===== config.mk =====
export PLATFORM = sky130hd
export DESIGN_NAME = cmbf_top
export DESIGN_NICKNAME = d
export VERILOG_FILES = /design/src/pkg/cmbf_pkg.sv /design/src/core/cmbf_top.sv /design/src/core/cmbf_sync.sv /design/src/core/cmbf_wup_det.sv
export SDC_FILE = /design/constraint.sdc
export NUM_CORES = 1
export LEC_CHECK = 0
export ABC_AREA = 1
export ABC_CLOCK_PERIOD_IN_PS = 4600
export BUFFER_PORTS_ARGS = -buffer_cell sky130_fd_sc_hd__buf_4
export CAP_MARGIN = 20
export CELL_PAD_IN_SITES_DETAIL_PLACEMENT = 1
export CELL_PAD_IN_SITES_GLOBAL_PLACEMENT = 1
export CORE_UTILIZATION = 50
export CTS_CLUSTER_DIAMETER = 30
export DETAILED_ROUTE_END_ITERATION = 16
export GPL_TIMING_DRIVEN = 0
export HOLD_SLACK_MARGIN = 0.08
export PLACE_DENSITY_LB_ADDON = 0.1
export SKIP_CTS_REPAIR_TIMING = 1
export SLEW_MARGIN = 5
export SYNTH_ARGS = -nofsm -noshare
export SYNTH_HDL_FRONTEND = slang
export SYNTH_SLANG_ARGS = --single-unit

===== constraint.sdc =====
create_clock -name mclk_i -period 4.6 [get_ports mclk_i]
set_input_delay 0.46 -clock mclk_i [delete_from_list [all_inputs] [get_ports mclk_i]]
set_output_delay 0.46 -clock mclk_i [all_outputs]
set_load 0.02 [all_outputs]

===== src/pkg/cmbf_pkg.sv =====
// Constants and types for the CAN mode and bias control block
`default_nettype none
package cmbf_pkg;
   // Clock rate in kHz
   localparam int CLK_KHZ = 125000;
   // Times in microseconds
   localparam int WAKE_FILTER_TIME_US = 1;
   localparam int WAKE_PATTERN_TIMEOUT_US = 1000;
   localparam int BUS_SILENCE_TIMEOUT_US = 1000;
   localparam int INACTIVE_TIMEOUT_US = 100000;
   // Cycle counts: filter is a least time (round up), timeouts longest
   localparam int WAKE_FILTER_CYC =
      (WAKE_FILTER_TIME_US * CLK_KHZ + 999) / 1000;
   localparam int WAKE_PATTERN_TIMEOUT_CYC =
      (WAKE_PATTERN_TIMEOUT_US * CLK_KHZ) / 1000;
   localparam int BUS_SILENCE_TIMEOUT_CYC =
      (BUS_SILENCE_TIMEOUT_US * CLK_KHZ) / 1000;
   localparam int INACTIVE_TIMEOUT_CYC =
      (INACTIVE_TIMEOUT_US * CLK_KHZ) / 1000;
   localparam int CNT_W = 24;
   // Requested operating mode from the host side
   typedef enum logic [1:0] {
      CMBF_REQ_NORMAL = 2'h0,
      CMBF_REQ_SILENT = 2'h1,
      CMBF_REQ_STANDBY = 2'h2,
      CMBF_REQ_SLEEP = 2'h3
   } cmbf_req_t;
   // Device modes
   typedef enum logic [2:0] {
      CMBF_RESET,
      CMBF_FAILSAFE,
      CMBF_NORMAL,
      CMBF_SILENT,
      CMBF_STANDBY,
      CMBF_SLEEP
   } cmbf_mode_t;
   // Transceiver bias states
   typedef enum logic [1:0] {
      CMBF_OFF,
      CMBF_AUTO_INACTIVE,
      CMBF_AUTO_ACTIVE,
      CMBF_ACTIVE
   } cmbf_bias_t;
endpackage
`default_nettype wire


===== src/core/cmbf_top.sv =====
// Mode control and transceiver bias state machine
`default_nettype none
module cmbf_top
   import cmbf_pkg::*;
#(
   parameter int FILTER_CYC = cmbf_pkg::WAKE_FILTER_CYC,
   parameter int WAKE_TIMEOUT_CYC = cmbf_pkg::WAKE_PATTERN_TIMEOUT_CYC,
   parameter int SILENCE_CYC = cmbf_pkg::BUS_SILENCE_TIMEOUT_CYC,
   parameter int INACTIVE_CYC = cmbf_pkg::INACTIVE_TIMEOUT_CYC
) (
   // Clock and reset
   input wire logic mclk_i,
   input wire logic reset_n_i,
   // Host side
   input wire cmbf_pkg::cmbf_req_t mode_req_i,
   input wire logic mode_req_valid_i,
   input wire logic txd_i,
   input wire logic ext_reset_low_i,
   // Bus and wake pin
   input wire logic bus_dominant_i,
   input wire logic wake_pin_i,
   // Comparators
   input wire logic thermal_shutdown_rising_i,
   input wire logic thermal_shutdown_falling_i,
   input wire logic regulator_overvoltage_rising_i,
   input wire logic regulator_overvoltage_falling_i,
   input wire logic supply_undervoltage_falling_i,
   input wire logic supply_undervoltage_rising_i,
   // Mode outputs
   output cmbf_pkg::cmbf_mode_t mode_o,
   output cmbf_pkg::cmbf_bias_t bias_o,
   output logic reset_output_low_o,
   output logic power_inhibit_output_o,
   output logic regulator_output_o,
   // Transceiver control
   output logic tx_enable_o,
   output logic rx_enable_o,
   output logic bias_mid_o,
   output logic bias_from_regulator_o,
   output logic bus_float_o,
   output logic txd_block_o,
   // Receive data pin
   output logic rxd_o,
   output logic rxd_oe_n_o,
   // Events
   output logic local_wake_event_o
);
   // ----------------------------------------------------------------
   // Comparator synchronisation
   // ----------------------------------------------------------------
   logic [5:0] cmp_sync;
   // Levels used by the transitions
   cmbf_sync #(.W(6)) u_sync (
      .mclk_i(mclk_i),
      .reset_n_i(reset_n_i),
      .d_i({thermal_shutdown_rising_i, thermal_shutdown_falling_i,
            regulator_overvoltage_rising_i, regulator_overvoltage_falling_i,
            supply_undervoltage_falling_i, supply_undervoltage_rising_i}),
      .q_o(cmp_sync)
   );
   wire hot = cmp_sync[5];
   wire cool = !cmp_sync[4];
   wire ov_hi = cmp_sync[3];
   wire ov_low = !cmp_sync[2];
   wire uv_low = cmp_sync[1];
   wire sup_good = !cmp_sync[0];

   // ----------------------------------------------------------------
   // Wake detection
   // ----------------------------------------------------------------
   cmbf_mode_t mode_reg, mode_next;
   cmbf_bias_t bias_reg, bias_next;
   logic wake_prev_reg;
   logic wup;
   logic lp_rx_en;
   logic wake_latch_reg;
   logic txd_low_reg;
   logic [CNT_W-1:0] sil_reg;
   logic [CNT_W-1:0] inact_reg;

   assign lp_rx_en = (mode_reg == CMBF_RESET) ||
      (mode_reg == CMBF_STANDBY) || (mode_reg == CMBF_SLEEP) ||
      (mode_reg == CMBF_FAILSAFE);

   cmbf_wup_det #(
      .FILTER_CYC(FILTER_CYC),
      .TIMEOUT_CYC(WAKE_TIMEOUT_CYC)
   ) u_wup (
      .mclk_i(mclk_i),
      .reset_n_i(reset_n_i),
      .enable_i(lp_rx_en),
      .bus_dominant_i(bus_dominant_i),
      .bus_wake_pattern_o(wup)
   );

   // Either edge, only in sleep and fail-safe, none in normal
   wire lwu_edge = (wake_pin_i != wake_prev_reg);
   wire lwu_en = (mode_reg == CMBF_SLEEP) || (mode_reg == CMBF_FAILSAFE);
   wire local_wake_event = lwu_edge && lwu_en;
   wire wake_any = wup || local_wake_event;

   // ----------------------------------------------------------------
   // Timers
   // ----------------------------------------------------------------
   wire sil_done = (sil_reg >= CNT_W'(SILENCE_CYC));
   wire inact_done = (inact_reg >= CNT_W'(INACTIVE_CYC));
   wire fault = hot || ov_hi;
   wire fault_clear = cool && ov_low;
   wire req_normal = mode_req_valid_i && (mode_req_i == CMBF_REQ_NORMAL);

   // ----------------------------------------------------------------
   // Device mode
   // ----------------------------------------------------------------
   always_comb begin
      mode_next = mode_reg;
      if (ext_reset_low_i) begin
         mode_next = CMBF_RESET;
      end else if (fault && mode_reg != CMBF_SLEEP &&
                   mode_reg != CMBF_FAILSAFE) begin
         mode_next = CMBF_FAILSAFE;
      end else begin
         case (mode_reg)
            CMBF_FAILSAFE: begin
               if (fault_clear && wake_any)
                  mode_next = CMBF_RESET;
               else if (inact_done)
                  mode_next = CMBF_SLEEP;
            end
            CMBF_SLEEP: begin
               if (wake_any && !fault)
                  mode_next = CMBF_RESET;
            end
            CMBF_RESET, CMBF_NORMAL, CMBF_SILENT, CMBF_STANDBY: begin
               if (mode_req_valid_i) begin
                  case (mode_req_i)
                     CMBF_REQ_NORMAL: mode_next = CMBF_NORMAL;
                     CMBF_REQ_SILENT: mode_next = CMBF_SILENT;
                     CMBF_REQ_STANDBY: mode_next = CMBF_STANDBY;
                     CMBF_REQ_SLEEP: mode_next = CMBF_SLEEP;
                     default: mode_next = mode_reg;
                  endcase
               end else if (mode_reg == CMBF_STANDBY && inact_done) begin
                  mode_next = CMBF_SLEEP;
               end
            end
            default: mode_next = CMBF_RESET;
         endcase
      end
   end

   // ----------------------------------------------------------------
   // Transceiver bias
   // ----------------------------------------------------------------
   wire auto_mode = (mode_next == CMBF_STANDBY) ||
      (mode_next == CMBF_SLEEP) || (mode_next == CMBF_FAILSAFE) ||
      (mode_next == CMBF_RESET);
   wire act_mode = (mode_next == CMBF_NORMAL) ||
      (mode_next == CMBF_SILENT);

   always_comb begin
      bias_next = bias_reg;
      if (hot || uv_low) begin
         bias_next = CMBF_OFF;
      end else begin
         case (bias_reg)
            CMBF_OFF: begin
               if (sup_good && cool)
                  bias_next = CMBF_AUTO_INACTIVE;
            end
            CMBF_AUTO_INACTIVE: begin
               if (act_mode)
                  bias_next = CMBF_ACTIVE;
               else if (wup)
                  bias_next = CMBF_AUTO_ACTIVE;
            end
            CMBF_AUTO_ACTIVE: begin
               if (act_mode)
                  bias_next = CMBF_ACTIVE;
               else if (sil_done)
                  bias_next = CMBF_AUTO_INACTIVE;
            end
            CMBF_ACTIVE: begin
               if (auto_mode)
                  bias_next = CMBF_AUTO_INACTIVE;
            end
            default: bias_next = CMBF_OFF;
         endcase
      end
   end

   // ----------------------------------------------------------------
   // State, timers and latches
   // ----------------------------------------------------------------
   wire leave_standby = (mode_reg == CMBF_STANDBY) &&
      (mode_next != CMBF_STANDBY);
   wire inact_run = (mode_reg == CMBF_STANDBY) ||
      (mode_reg == CMBF_FAILSAFE);

   always_ff @(posedge mclk_i or negedge reset_n_i) begin
      if (!reset_n_i) begin
         mode_reg <= CMBF_RESET;
         bias_reg <= CMBF_OFF;
         wake_prev_reg <= 1'b0;
         sil_reg <= '0;
         inact_reg <= '0;
         wake_latch_reg <= 1'b1;
         txd_low_reg <= 1'b0;
      end else begin
         mode_reg <= mode_next;
         bias_reg <= bias_next;
         wake_prev_reg <= wake_pin_i;
         sil_reg <= (bias_reg != CMBF_AUTO_ACTIVE || req_normal) ? '0 :
            (sil_done ? sil_reg : sil_reg + 1'b1);
         inact_reg <= (!inact_run || mode_next != mode_reg) ? '0 :
            (inact_done ? inact_reg : inact_reg + 1'b1);
         // Set wins over the clear in normal and silent
         if (wake_any)
            wake_latch_reg <= 1'b1;
         else if (act_mode)
            wake_latch_reg <= 1'b0;
         // Transmit input held low when standby is left
         if (leave_standby)
            txd_low_reg <= !txd_i;
         else if (bias_reg != CMBF_ACTIVE && bias_next != CMBF_ACTIVE)
            txd_low_reg <= 1'b0;
      end
   end

   // ----------------------------------------------------------------
   // Registered outputs
   // ----------------------------------------------------------------
   wire reg_on = (mode_next != CMBF_FAILSAFE) && (mode_next != CMBF_SLEEP);
   wire blk = txd_low_reg || (leave_standby && !txd_i);
   wire active_next = (bias_next == CMBF_ACTIVE);

   always_ff @(posedge mclk_i or negedge reset_n_i) begin
      if (!reset_n_i) begin
         mode_o <= CMBF_RESET;
         bias_o <= CMBF_OFF;
         reset_output_low_o <= 1'b1;
         power_inhibit_output_o <= 1'b0;
         regulator_output_o <= 1'b0;
         tx_enable_o <= 1'b0;
         rx_enable_o <= 1'b0;
         bias_mid_o <= 1'b0;
         bias_from_regulator_o <= 1'b0;
         bus_float_o <= 1'b1;
         txd_block_o <= 1'b0;
         rxd_o <= 1'b1;
         rxd_oe_n_o <= 1'b1;
         local_wake_event_o <= 1'b0;
      end else begin
         mode_o <= mode_next;
         bias_o <= bias_next;
         // Reset and fail-safe hold reset low
         reset_output_low_o <= (mode_next == CMBF_RESET) ||
            (mode_next == CMBF_FAILSAFE);
         power_inhibit_output_o <= reg_on;
         regulator_output_o <= reg_on;
         // Driver only in normal, receiver in normal and silent
         tx_enable_o <= active_next && (mode_next == CMBF_NORMAL) && !blk;
         rx_enable_o <= active_next && !blk;
         bias_mid_o <= (bias_next == CMBF_AUTO_ACTIVE) || active_next;
         bias_from_regulator_o <= active_next;
         bus_float_o <= (bias_next == CMBF_OFF);
         txd_block_o <= active_next && blk;
         // Bus state in active modes, else latched wake
         rxd_o <= act_mode ? !bus_dominant_i : !(wake_latch_reg || wake_any);
         rxd_oe_n_o <= !reg_on;
         local_wake_event_o <= local_wake_event;
      end
   end
endmodule
`default_nettype wire


===== src/core/cmbf_sync.sv =====
// Two-flop synchroniser for comparator levels
`default_nettype none
module cmbf_sync #(
   parameter int W = 3
) (
   // Clock and reset
   input wire logic mclk_i,
   input wire logic reset_n_i,
   // Levels
   input wire logic [W-1:0] d_i,
   output logic [W-1:0] q_o
);
   logic [W-1:0] meta_reg;

   always_ff @(posedge mclk_i or negedge reset_n_i) begin
      if (!reset_n_i) begin
         meta_reg <= '0;
         q_o <= '0;
      end else begin
         meta_reg <= d_i;
         q_o <= meta_reg;
      end
   end
endmodule
`default_nettype wire


===== src/core/cmbf_wup_det.sv =====
// Bus wake pattern detector: dominant, recessive, dominant within timeout
`default_nettype none
module cmbf_wup_det
   import cmbf_pkg::*;
#(
   parameter int FILTER_CYC = cmbf_pkg::WAKE_FILTER_CYC,
   parameter int TIMEOUT_CYC = cmbf_pkg::WAKE_PATTERN_TIMEOUT_CYC
) (
   // Clock and reset
   input wire logic mclk_i,
   input wire logic reset_n_i,
   // Control and bus
   input wire logic enable_i,
   input wire logic bus_dominant_i,
   // Result
   output logic bus_wake_pattern_o
);
   typedef enum {
      CMBF_W_IDLE,
      CMBF_W_DOM1,
      CMBF_W_REC,
      CMBF_W_DOM2
   } cmbf_wst_t;

   cmbf_wst_t st_reg;
   logic [CNT_W-1:0] filt_reg;
   logic [CNT_W-1:0] tmo_reg;
   logic prev_reg;
   wire filt_done = (filt_reg >= CNT_W'(FILTER_CYC));
   wire tmo_hit = (st_reg != CMBF_W_IDLE) &&
      (tmo_reg >= CNT_W'(TIMEOUT_CYC));
   wire changed = (bus_dominant_i != prev_reg);

   always_ff @(posedge mclk_i or negedge reset_n_i) begin
      if (!reset_n_i) begin
         st_reg <= CMBF_W_IDLE;
         filt_reg <= '0;
         tmo_reg <= '0;
         prev_reg <= 1'b0;
         bus_wake_pattern_o <= 1'b0;
      end else begin
         prev_reg <= bus_dominant_i;
         bus_wake_pattern_o <= 1'b0;
         filt_reg <= changed ? '0 : (filt_done ? filt_reg : filt_reg + 1'b1);
         tmo_reg <= (st_reg == CMBF_W_IDLE) ? '0 : tmo_reg + 1'b1;
         // Pattern must finish in the timeout
         if (!enable_i || tmo_hit) begin
            st_reg <= CMBF_W_IDLE;
         end else begin
            // Three filtered phases
            case (st_reg)
               CMBF_W_IDLE: begin
                  if (bus_dominant_i && !changed && filt_done)
                     st_reg <= CMBF_W_DOM1;
               end
               CMBF_W_DOM1: begin
                  if (!bus_dominant_i && !changed && filt_done)
                     st_reg <= CMBF_W_REC;
               end
               CMBF_W_REC: begin
                  if (bus_dominant_i && !changed && filt_done)
                     st_reg <= CMBF_W_DOM2;
               end
               CMBF_W_DOM2: begin
                  bus_wake_pattern_o <= 1'b1;
                  st_reg <= CMBF_W_IDLE;
               end
               default: st_reg <= CMBF_W_IDLE;
            endcase
         end
      end
   end
endmodule
`default_nettype wire


Word-level counts from Yosys, hierarchy flattened
Cells that the tools add are included.
- reductions and logical operators: 65
- shift-type cells: 0
- multipliers: 0
- bitwise logic cells: 0
- magnitude comparators: 4
- add/subtract/negate cells: 4
- equality and inequality tests: 38
- mux-type cells: 36
- divide/modulo/power cells: 0
- operator list (cell ; number):
    $mux 24 ; 7
    $mux 32 ; 4
    $add 24x1->24 const B ; 4
    $pmux 32 s3 ; 1
    $eq 32x2->1 const B ; 2
    $logic_not 32->1 ; 2
    $ge 24x17->1 const B ; 2
    $eq 32x1->1 const B ; 1
    $reduce_bool 32->1 ; 1
    $ge 24x24->1 const B ; 1
    $ge 24x7->1 const B ; 1
    $logic_and 1x1->1 ; 22
    $mux 3 ; 7
    $logic_or 1x1->1 ; 19
    $ne 3x1->1 const B ; 5
    $mux 2 ; 7
    $eq 2x2->1 const B ; 6
    $eq 3x2->1 const B ; 4
    $eq 3x3->1 const B ; 4
    $logic_not 1->1 ; 12
    $pmux 3 s4 ; 1
    $ne 3x3->1 const B ; 3
    $pmux 3 s3 ; 1
    $ne 2x2->1 const B ; 4
    other kinds (12) ; 26
- register bits after elaboration: 161
- memory bits (read-only): 0
- word-level logic and storage cells: 172
- input port bits: 15
- memory bits (writable): 0
- memories kept: 0
- output and inout bits: 17
- latch bits: 0

Logic depth before layout (Yosys ltp)
- depth in word-level cells: 20
- mapped depth: 15
- mapped depth without buffers: 15

Hierarchy
From an unflattened synthesis, not the netlist that was laid out.
- cells, all modules: 847
- area, all modules: 6650.1 um^2
- by module, submodules not included (module ; cells an instance ; instances ; area each (um^2) ; sequential area each (um^2)):
    cmbf_top ; 495 ; 1 ; 3651.0 ; 1682.9
    cmbf_wup_det ; 340 ; 1 ; 2698.8 ; 1301.2
    cmbf_sync ; 12 ; 1 ; 300.3 ; 300.3

Least setup slack after synthesis
OpenSTA, ideal clock, no wires.
- path kind: reg2reg
- start point: register inact_reg[0]
- end point: register inact_reg[15]
- path slack: 2.649 ns
- stages on the path, launching flop included: 15
- clock period less this slack: 1.951 ns
- arrival: 1.833 ns
- setup time: 0.118 ns
- path buffers: 0
- required time: 4.482 ns
- cells stage by stage: dfrtp_1 ha_1 or2_1 nand2_1 nand2_1 nand2_1 nand2_2 nand2_1 nand2_2 nor2_2 nand2_1 nor2_1 nand2_1 xor2_1 nor2_1
- cells in the longest elaborated chain, start to end: 10
- elaborated cells between the ends (all ways): 15
- those cells by class: 1 x add/sub; 1 x order compare; 2 x eq/ne; 9 x mux; 2 x reduce/logical
- ends and longest elaborated chain (element ; RTL line ; RTL):
    from (decl) ; cmbf_top.sv:79 ; logic [CNT_W-1:0] inact_reg;
    from (signal assigned) ; cmbf_top.sv:214 ; inact_reg <= (!inact_run || mode_next != mode_reg) ? '0 :
    $ge 24x24->1 ; cmbf_top.sv:106 ; wire inact_done = (inact_reg >= CNT_W'(INACTIVE_CYC));
    $logic_and 1x1->1 ; cmbf_top.sv:142 ; end else if (mode_reg == CMBF_STANDBY && inact_done) begin
    $mux 3 ; cmbf_top.sv:142 ;
    $mux 3 ; cmbf_top.sv:134 ; if (mode_req_valid_i) begin
    $pmux 3 s3 ; cmbf_top.sv:122 ; case (mode_reg)
    $mux 3 ; cmbf_top.sv:118 ; end else if (fault && mode_reg != CMBF_SLEEP &&
    $mux 3 ; cmbf_top.sv:116 ; if (ext_reset_low_i) begin
    $ne 3x3->1 ; cmbf_top.sv:214 ;
    $logic_or 1x1->1 ; cmbf_top.sv:214 ;
    $ne 2x1->1 (no source line) / $mux 24 (equally long branches) ; -- ;
Several ways; a longest one is shown, not always the timed one. The select of a mux whose other input is x is not followed.
A chain may end at the register's enable or synchronous reset.

Worst setup path in the final report
- start point: register inact_reg[0]
- end point: register inact_reg[14]
The elaborated chain is that of the path after synthesis.

==> impl_results.html <==
<table>
<tr><th>Metric</th><th>Value</th></tr>
<tr><th colspan="2">Floorplan</th></tr>
<tr><td>Die height</td><td>roughly 120 um</td></tr>
<tr><td>Chip Width</td><td>roughly 120 um</td></tr>
<tr><td>Site row count</td><td>41</td></tr>
<tr><td>Initial core utilization</td><td>0.5120</td></tr>
<tr><td>Core footprint</td><td>about 0.013 sq mm</td></tr>
<tr><td>Die ar.</td><td>about 0.013 sq mm</td></tr>
<tr><td>IO Pins</td><td>32</td></tr>
<tr><th colspan="2">Layout</th></tr>
<tr><td>Area grow syn2layout</td><td>17.00%</td></tr>
<tr><td>NumNets Final</td><td>865</td></tr>
<tr><td>Leading cell type in the layout, fill and taps excluded</td><td>inv_1</td></tr>
<tr><td>Commonest cells after routing, fill and taps aside</td><td>inv_1 (127), dfrtp_1 (126), nor2_1 (124)</td></tr>
<tr><td>Count of antenna diodes in the layout</td><td>0</td></tr>
<tr><td>Layout cell share with drive strength beyond 1</td><td>0.1154</td></tr>
<tr><td>Final standard cell area without fillers</td><td>0.007560 sq mm</td></tr>
<tr><th colspan="2">Logic synthesis</th></tr>
<tr><td>Proportion of register bits with asynchronous set or reset after synthesis</td><td>1.000</td></tr>
<tr><td>Count of flip-flops with a built-in enable after synthesis</td><td>0</td></tr>
<tr><td>Number of distinct library cell variants in the gate-level netlist after synthesis</td><td>47</td></tr>
<tr><td>Primary FF master, synth</td><td>dfrtp_1</td></tr>
<tr><td>Net count after synthesis</td><td>just over 800</td></tr>
<tr><td>Flip-flop and latch count after synthesis</td><td>131</td></tr>
<tr><td>Post-synthesis instance area</td><td>roughly 0.0065 sq mm</td></tr>
<tr><td>Sequential area share after synthesis</td><td>0.5083</td></tr>
<tr><td>Post-synth top area share</td><td>0.4880</td></tr>
<tr><td>Post-Syn Instances</td><td>784</td></tr>
<tr><td>Mapped Avg Cell Area</td><td>8.241 sq um</td></tr>
<tr><td>Library cell occupying the most area in the post-synthesis netlist</td><td>dfrtp_1</td></tr>
<tr><td>Total of warnings raised by yosys</td><td>0</td></tr>
<tr><td>Top cells by area in the synthesized netlist</td><td>dfrtp_1 (49%), inv_1 (7.4%), nor2_1 (7.2%)</td></tr>
<tr><th colspan="2">Run status</th></tr>
<tr><td>Run status</td><td>finished clean</td></tr>
<tr><th colspan="2">Worst hold path</th></tr>
<tr><td>Min-Delay Path Class</td><td>in -&gt; reg</td></tr>
<tr><td>Depth of the worst hold-timing path</td><td>1</td></tr>
<tr><th colspan="2">Job</th></tr>
<tr><td>Max-capacitance violation count</td><td>0</td></tr>
<tr><th colspan="2">Timing</th></tr>
<tr><td>Unrepaired setup endpoints after global routing</td><td>no</td></tr>
<tr><td>Count of final hold-check violations</td><td>0</td></tr>
<tr><td>Final count of negative-setup-slack endpoints</td><td>0</td></tr>
<tr><td>Peak Freq</td><td>0.4100 GHz</td></tr>
<tr><td>Final sum of negative setup slack</td><td>0 ns</td></tr>
<tr><td>Share of the clock period used by the worst path after layout</td><td>0.5302</td></tr>
<tr><td>Slew @ Worst Pin</td><td>approximately 0.63 ns</td></tr>
<tr><td>Relative slew slack</td><td>0.5746</td></tr>
<tr><td>Setup Skew</td><td>~0.012 ns</td></tr>
<tr><td>Slew Viols, Final</td><td>0</td></tr>
<tr><td>Post-route minimum period</td><td>~2.4 ns</td></tr>
<tr><th colspan="2">Routing</th></tr>
<tr><td>Number of nets with antenna violations after detailed routing</td><td>0</td></tr>
<tr><td>Mean number of vias per cell</td><td>5.275</td></tr>
<tr><td>Initial DRC Count</td><td>278</td></tr>
<tr><td>Detailed-route via count</td><td>5386</td></tr>
<tr><td>Number of remaining DRC errors</td><td>0</td></tr>
<tr><td>Average wire length per cell after detail routing</td><td>roughly 17 um</td></tr>
<tr><td>Detailed Routing Iterations Pass 1</td><td>4</td></tr>
<tr><td>Final WL</td><td>approximately 17000 um</td></tr>
<tr><th colspan="2">Placed design</th></tr>
<tr><td>Dpl hpwl</td><td>roughly 12000 um</td></tr>
<tr><td>Input/output buffers</td><td>31</td></tr>
<tr><td>Standard cell area after detailed placement</td><td>0.006940 sq mm</td></tr>
<tr><td>Weighted congestion reported at the end of routability-driven placement</td><td>between 0.8 and 0.9</td></tr>
<tr><th colspan="2">CTS</th></tr>
<tr><td>Clock latency at the later pin of the worst-skew pair</td><td>~0.44 ns</td></tr>
<tr><td>Clock Root Buffer</td><td>clkbuf_16</td></tr>
<tr><td>CTS Buf Count</td><td>17</td></tr>
<tr><td>TritonCTS clock tree</td><td>done</td></tr>
<tr><td>Register clock-pin slew on the reported worst setup and hold paths</td><td>0.07 ns</td></tr>
<tr><td>CTS H-tree depth</td><td>4</td></tr>
<tr><td>Clock sinks</td><td>131</td></tr>
<tr><td>Clock Path Buffers</td><td>2</td></tr>
<tr><th colspan="2">Setup path</th></tr>
<tr><td>Crit Path Class</td><td>reg -&gt; reg</td></tr>
<tr><td>Critical path launch point type</td><td>flop</td></tr>
<tr><td>Worst EP required</td><td>about 4.9 ns</td></tr>
<tr><td>Data arrival time of the critical path</td><td>between 2 and 3 ns</td></tr>
<tr><td>Biggest fanout along the worst timing path</td><td>4</td></tr>
<tr><td>Nature of the critical path endpoint</td><td>flop</td></tr>
<tr><td>Path depth of the worst reg2reg path</td><td>14</td></tr>
<tr><th colspan="2">Global route</th></tr>
<tr><td>Vias in the first global route</td><td>between 5000 and 6000</td></tr>
<tr><td>Global-route congestion overflow total</td><td>0</td></tr>
<tr><td>GR Util All Layers</td><td>0.2810</td></tr>
<tr><td>Antenna violations before repair</td><td>0</td></tr>
<tr><td>Wire length of the first global-routing pass</td><td>between 20000 and 30000 um</td></tr>
<tr><td>Maximum number of pins on one net before global-route repair</td><td>74</td></tr>
<tr><th colspan="2">Pwr</th></tr>
<tr><td>Peak supply drop</td><td>around 300 uV</td></tr>
<tr><td>Leak</td><td>3.520 nW</td></tr>
<tr><td>Power density cells</td><td>403.1 mW/mm^2</td></tr>
</table>
worst paths after layout:
path | end | slack (ns) | start
worst max-delay path | inact_reg[14] | 2.16 | inact_reg[0]
worst min-delay path | u_sync.meta_reg[3] | 0.13 | regulator_overvoltage_rising_i
worst max register to register | inact_reg[14] | 2.16 | inact_reg[0]
worst min register to register | u_sync.q_o[2] | 0.35 | u_sync.meta_reg[2]
max in group asynchronous | wake_latch_reg | 3.25 | reset_n_i
min in group asynchronous | sil_reg[6] | 0.57 | reset_n_i
final cells by class:
class / count / area, sq um
Clock inverter: 15 / 183.9
Timing Repair Buffer: 33 / 274.0
Inverter: 133 / 499.2
Fill cell: 1560 / 5060
Sequential cell: 131 / 3284
Buffer: 13 / 70.07
Tap cell: 172 / 215.2
Clock buffer: 17 / 425.4
Multi-Input combinational cell: 507 / 2608
synthesized netlist by cell type, types with 2 or more instances:
cell type / instances
dfstp_2: 5
nand3_1: 46
a211oi_1: 2
nand4_1: 24
a21oi_1: 39
xnor2_1: 4
xor2_1: 20
a21oi_2: 2
or2_2: 2
o21ai_0: 34
buf_2: 2
nand2_1: 119
inv_1: 127
nor2_1: 124
nor2_4: 3
nand2_2: 5
buf_6: 2
o21a_1: 3
nor4_1: 12
inv_2: 5
o211ai_1: 2
clkbuf_1: 7
dfrtp_1: 126
nor3_1: 27
ha_1: 14
o21ai_1: 2
o31ai_1: 6
per-stage QoR:
stage	setup WS, ns	total power [mW]	hold WS [ns]	utilization	cells
3_3_place_gp	2.301	1.613	0.3343	0.5475	987
3_5_place_dp	2.188	1.651	0.3363	0.5500	988
4_1_cts	2.160	3.066	0.009246	0.5983	1020
5_1_grt	1.961	3.169	0.1161	0.5990	1021
6_report	2.161	3.047	0.1260	0.5990	1021
2_1_floorplan	2.649	1.502	0.1644	-	784
worst max-delay path, stage by stage (launching register included):
cell     delay, ns
dfrtp_1       0.41
ha_1          0.23
or2_1         0.25
nand2_1       0.08
nand2_1       0.07
nand2_1       0.08
nand2_2       0.08
nand2_1       0.13
nand2_1       0.13
inv_1         0.10
nand2_1       0.10
nor2_1        0.27
inv_1         0.13
nor3_1        0.16
nor2_1        0.08
report_power, final:
part | switching (mW) | internal (mW) | total (mW)
combinational | 0.266 | 0.128 | 0.394
sequential | 0.0393 | 1.21 | 1.25
clock | 0.584 | 0.823 | 1.41
total | 0.888 | 2.16 | 3.05
metal layers:
layer / vias to the layer above / track usage / part of all wire
li1: 2618 / - / -
met1: 2670 / 0.3320 / 0.43
met2: 72 / 0.5030 / 0.53
met3: 26 / 0.06642 / 0.030
met4: 0 / 0.09402 / 0.015
met5: - / 0 / 0
logic make-up after synthesis:
group / Yosys count / share of synthesized area
simple gates: 371 / 0.2572
fa+ha+maj: 14 / 0.02711
buf+inv: 146 / 0.08811
flops: 131 / 0.5083
xor+xnor: 24 / 0.03253
compound gates: 98 / 0.08675
Note: power is estimated with default switching activity, not from simulation.
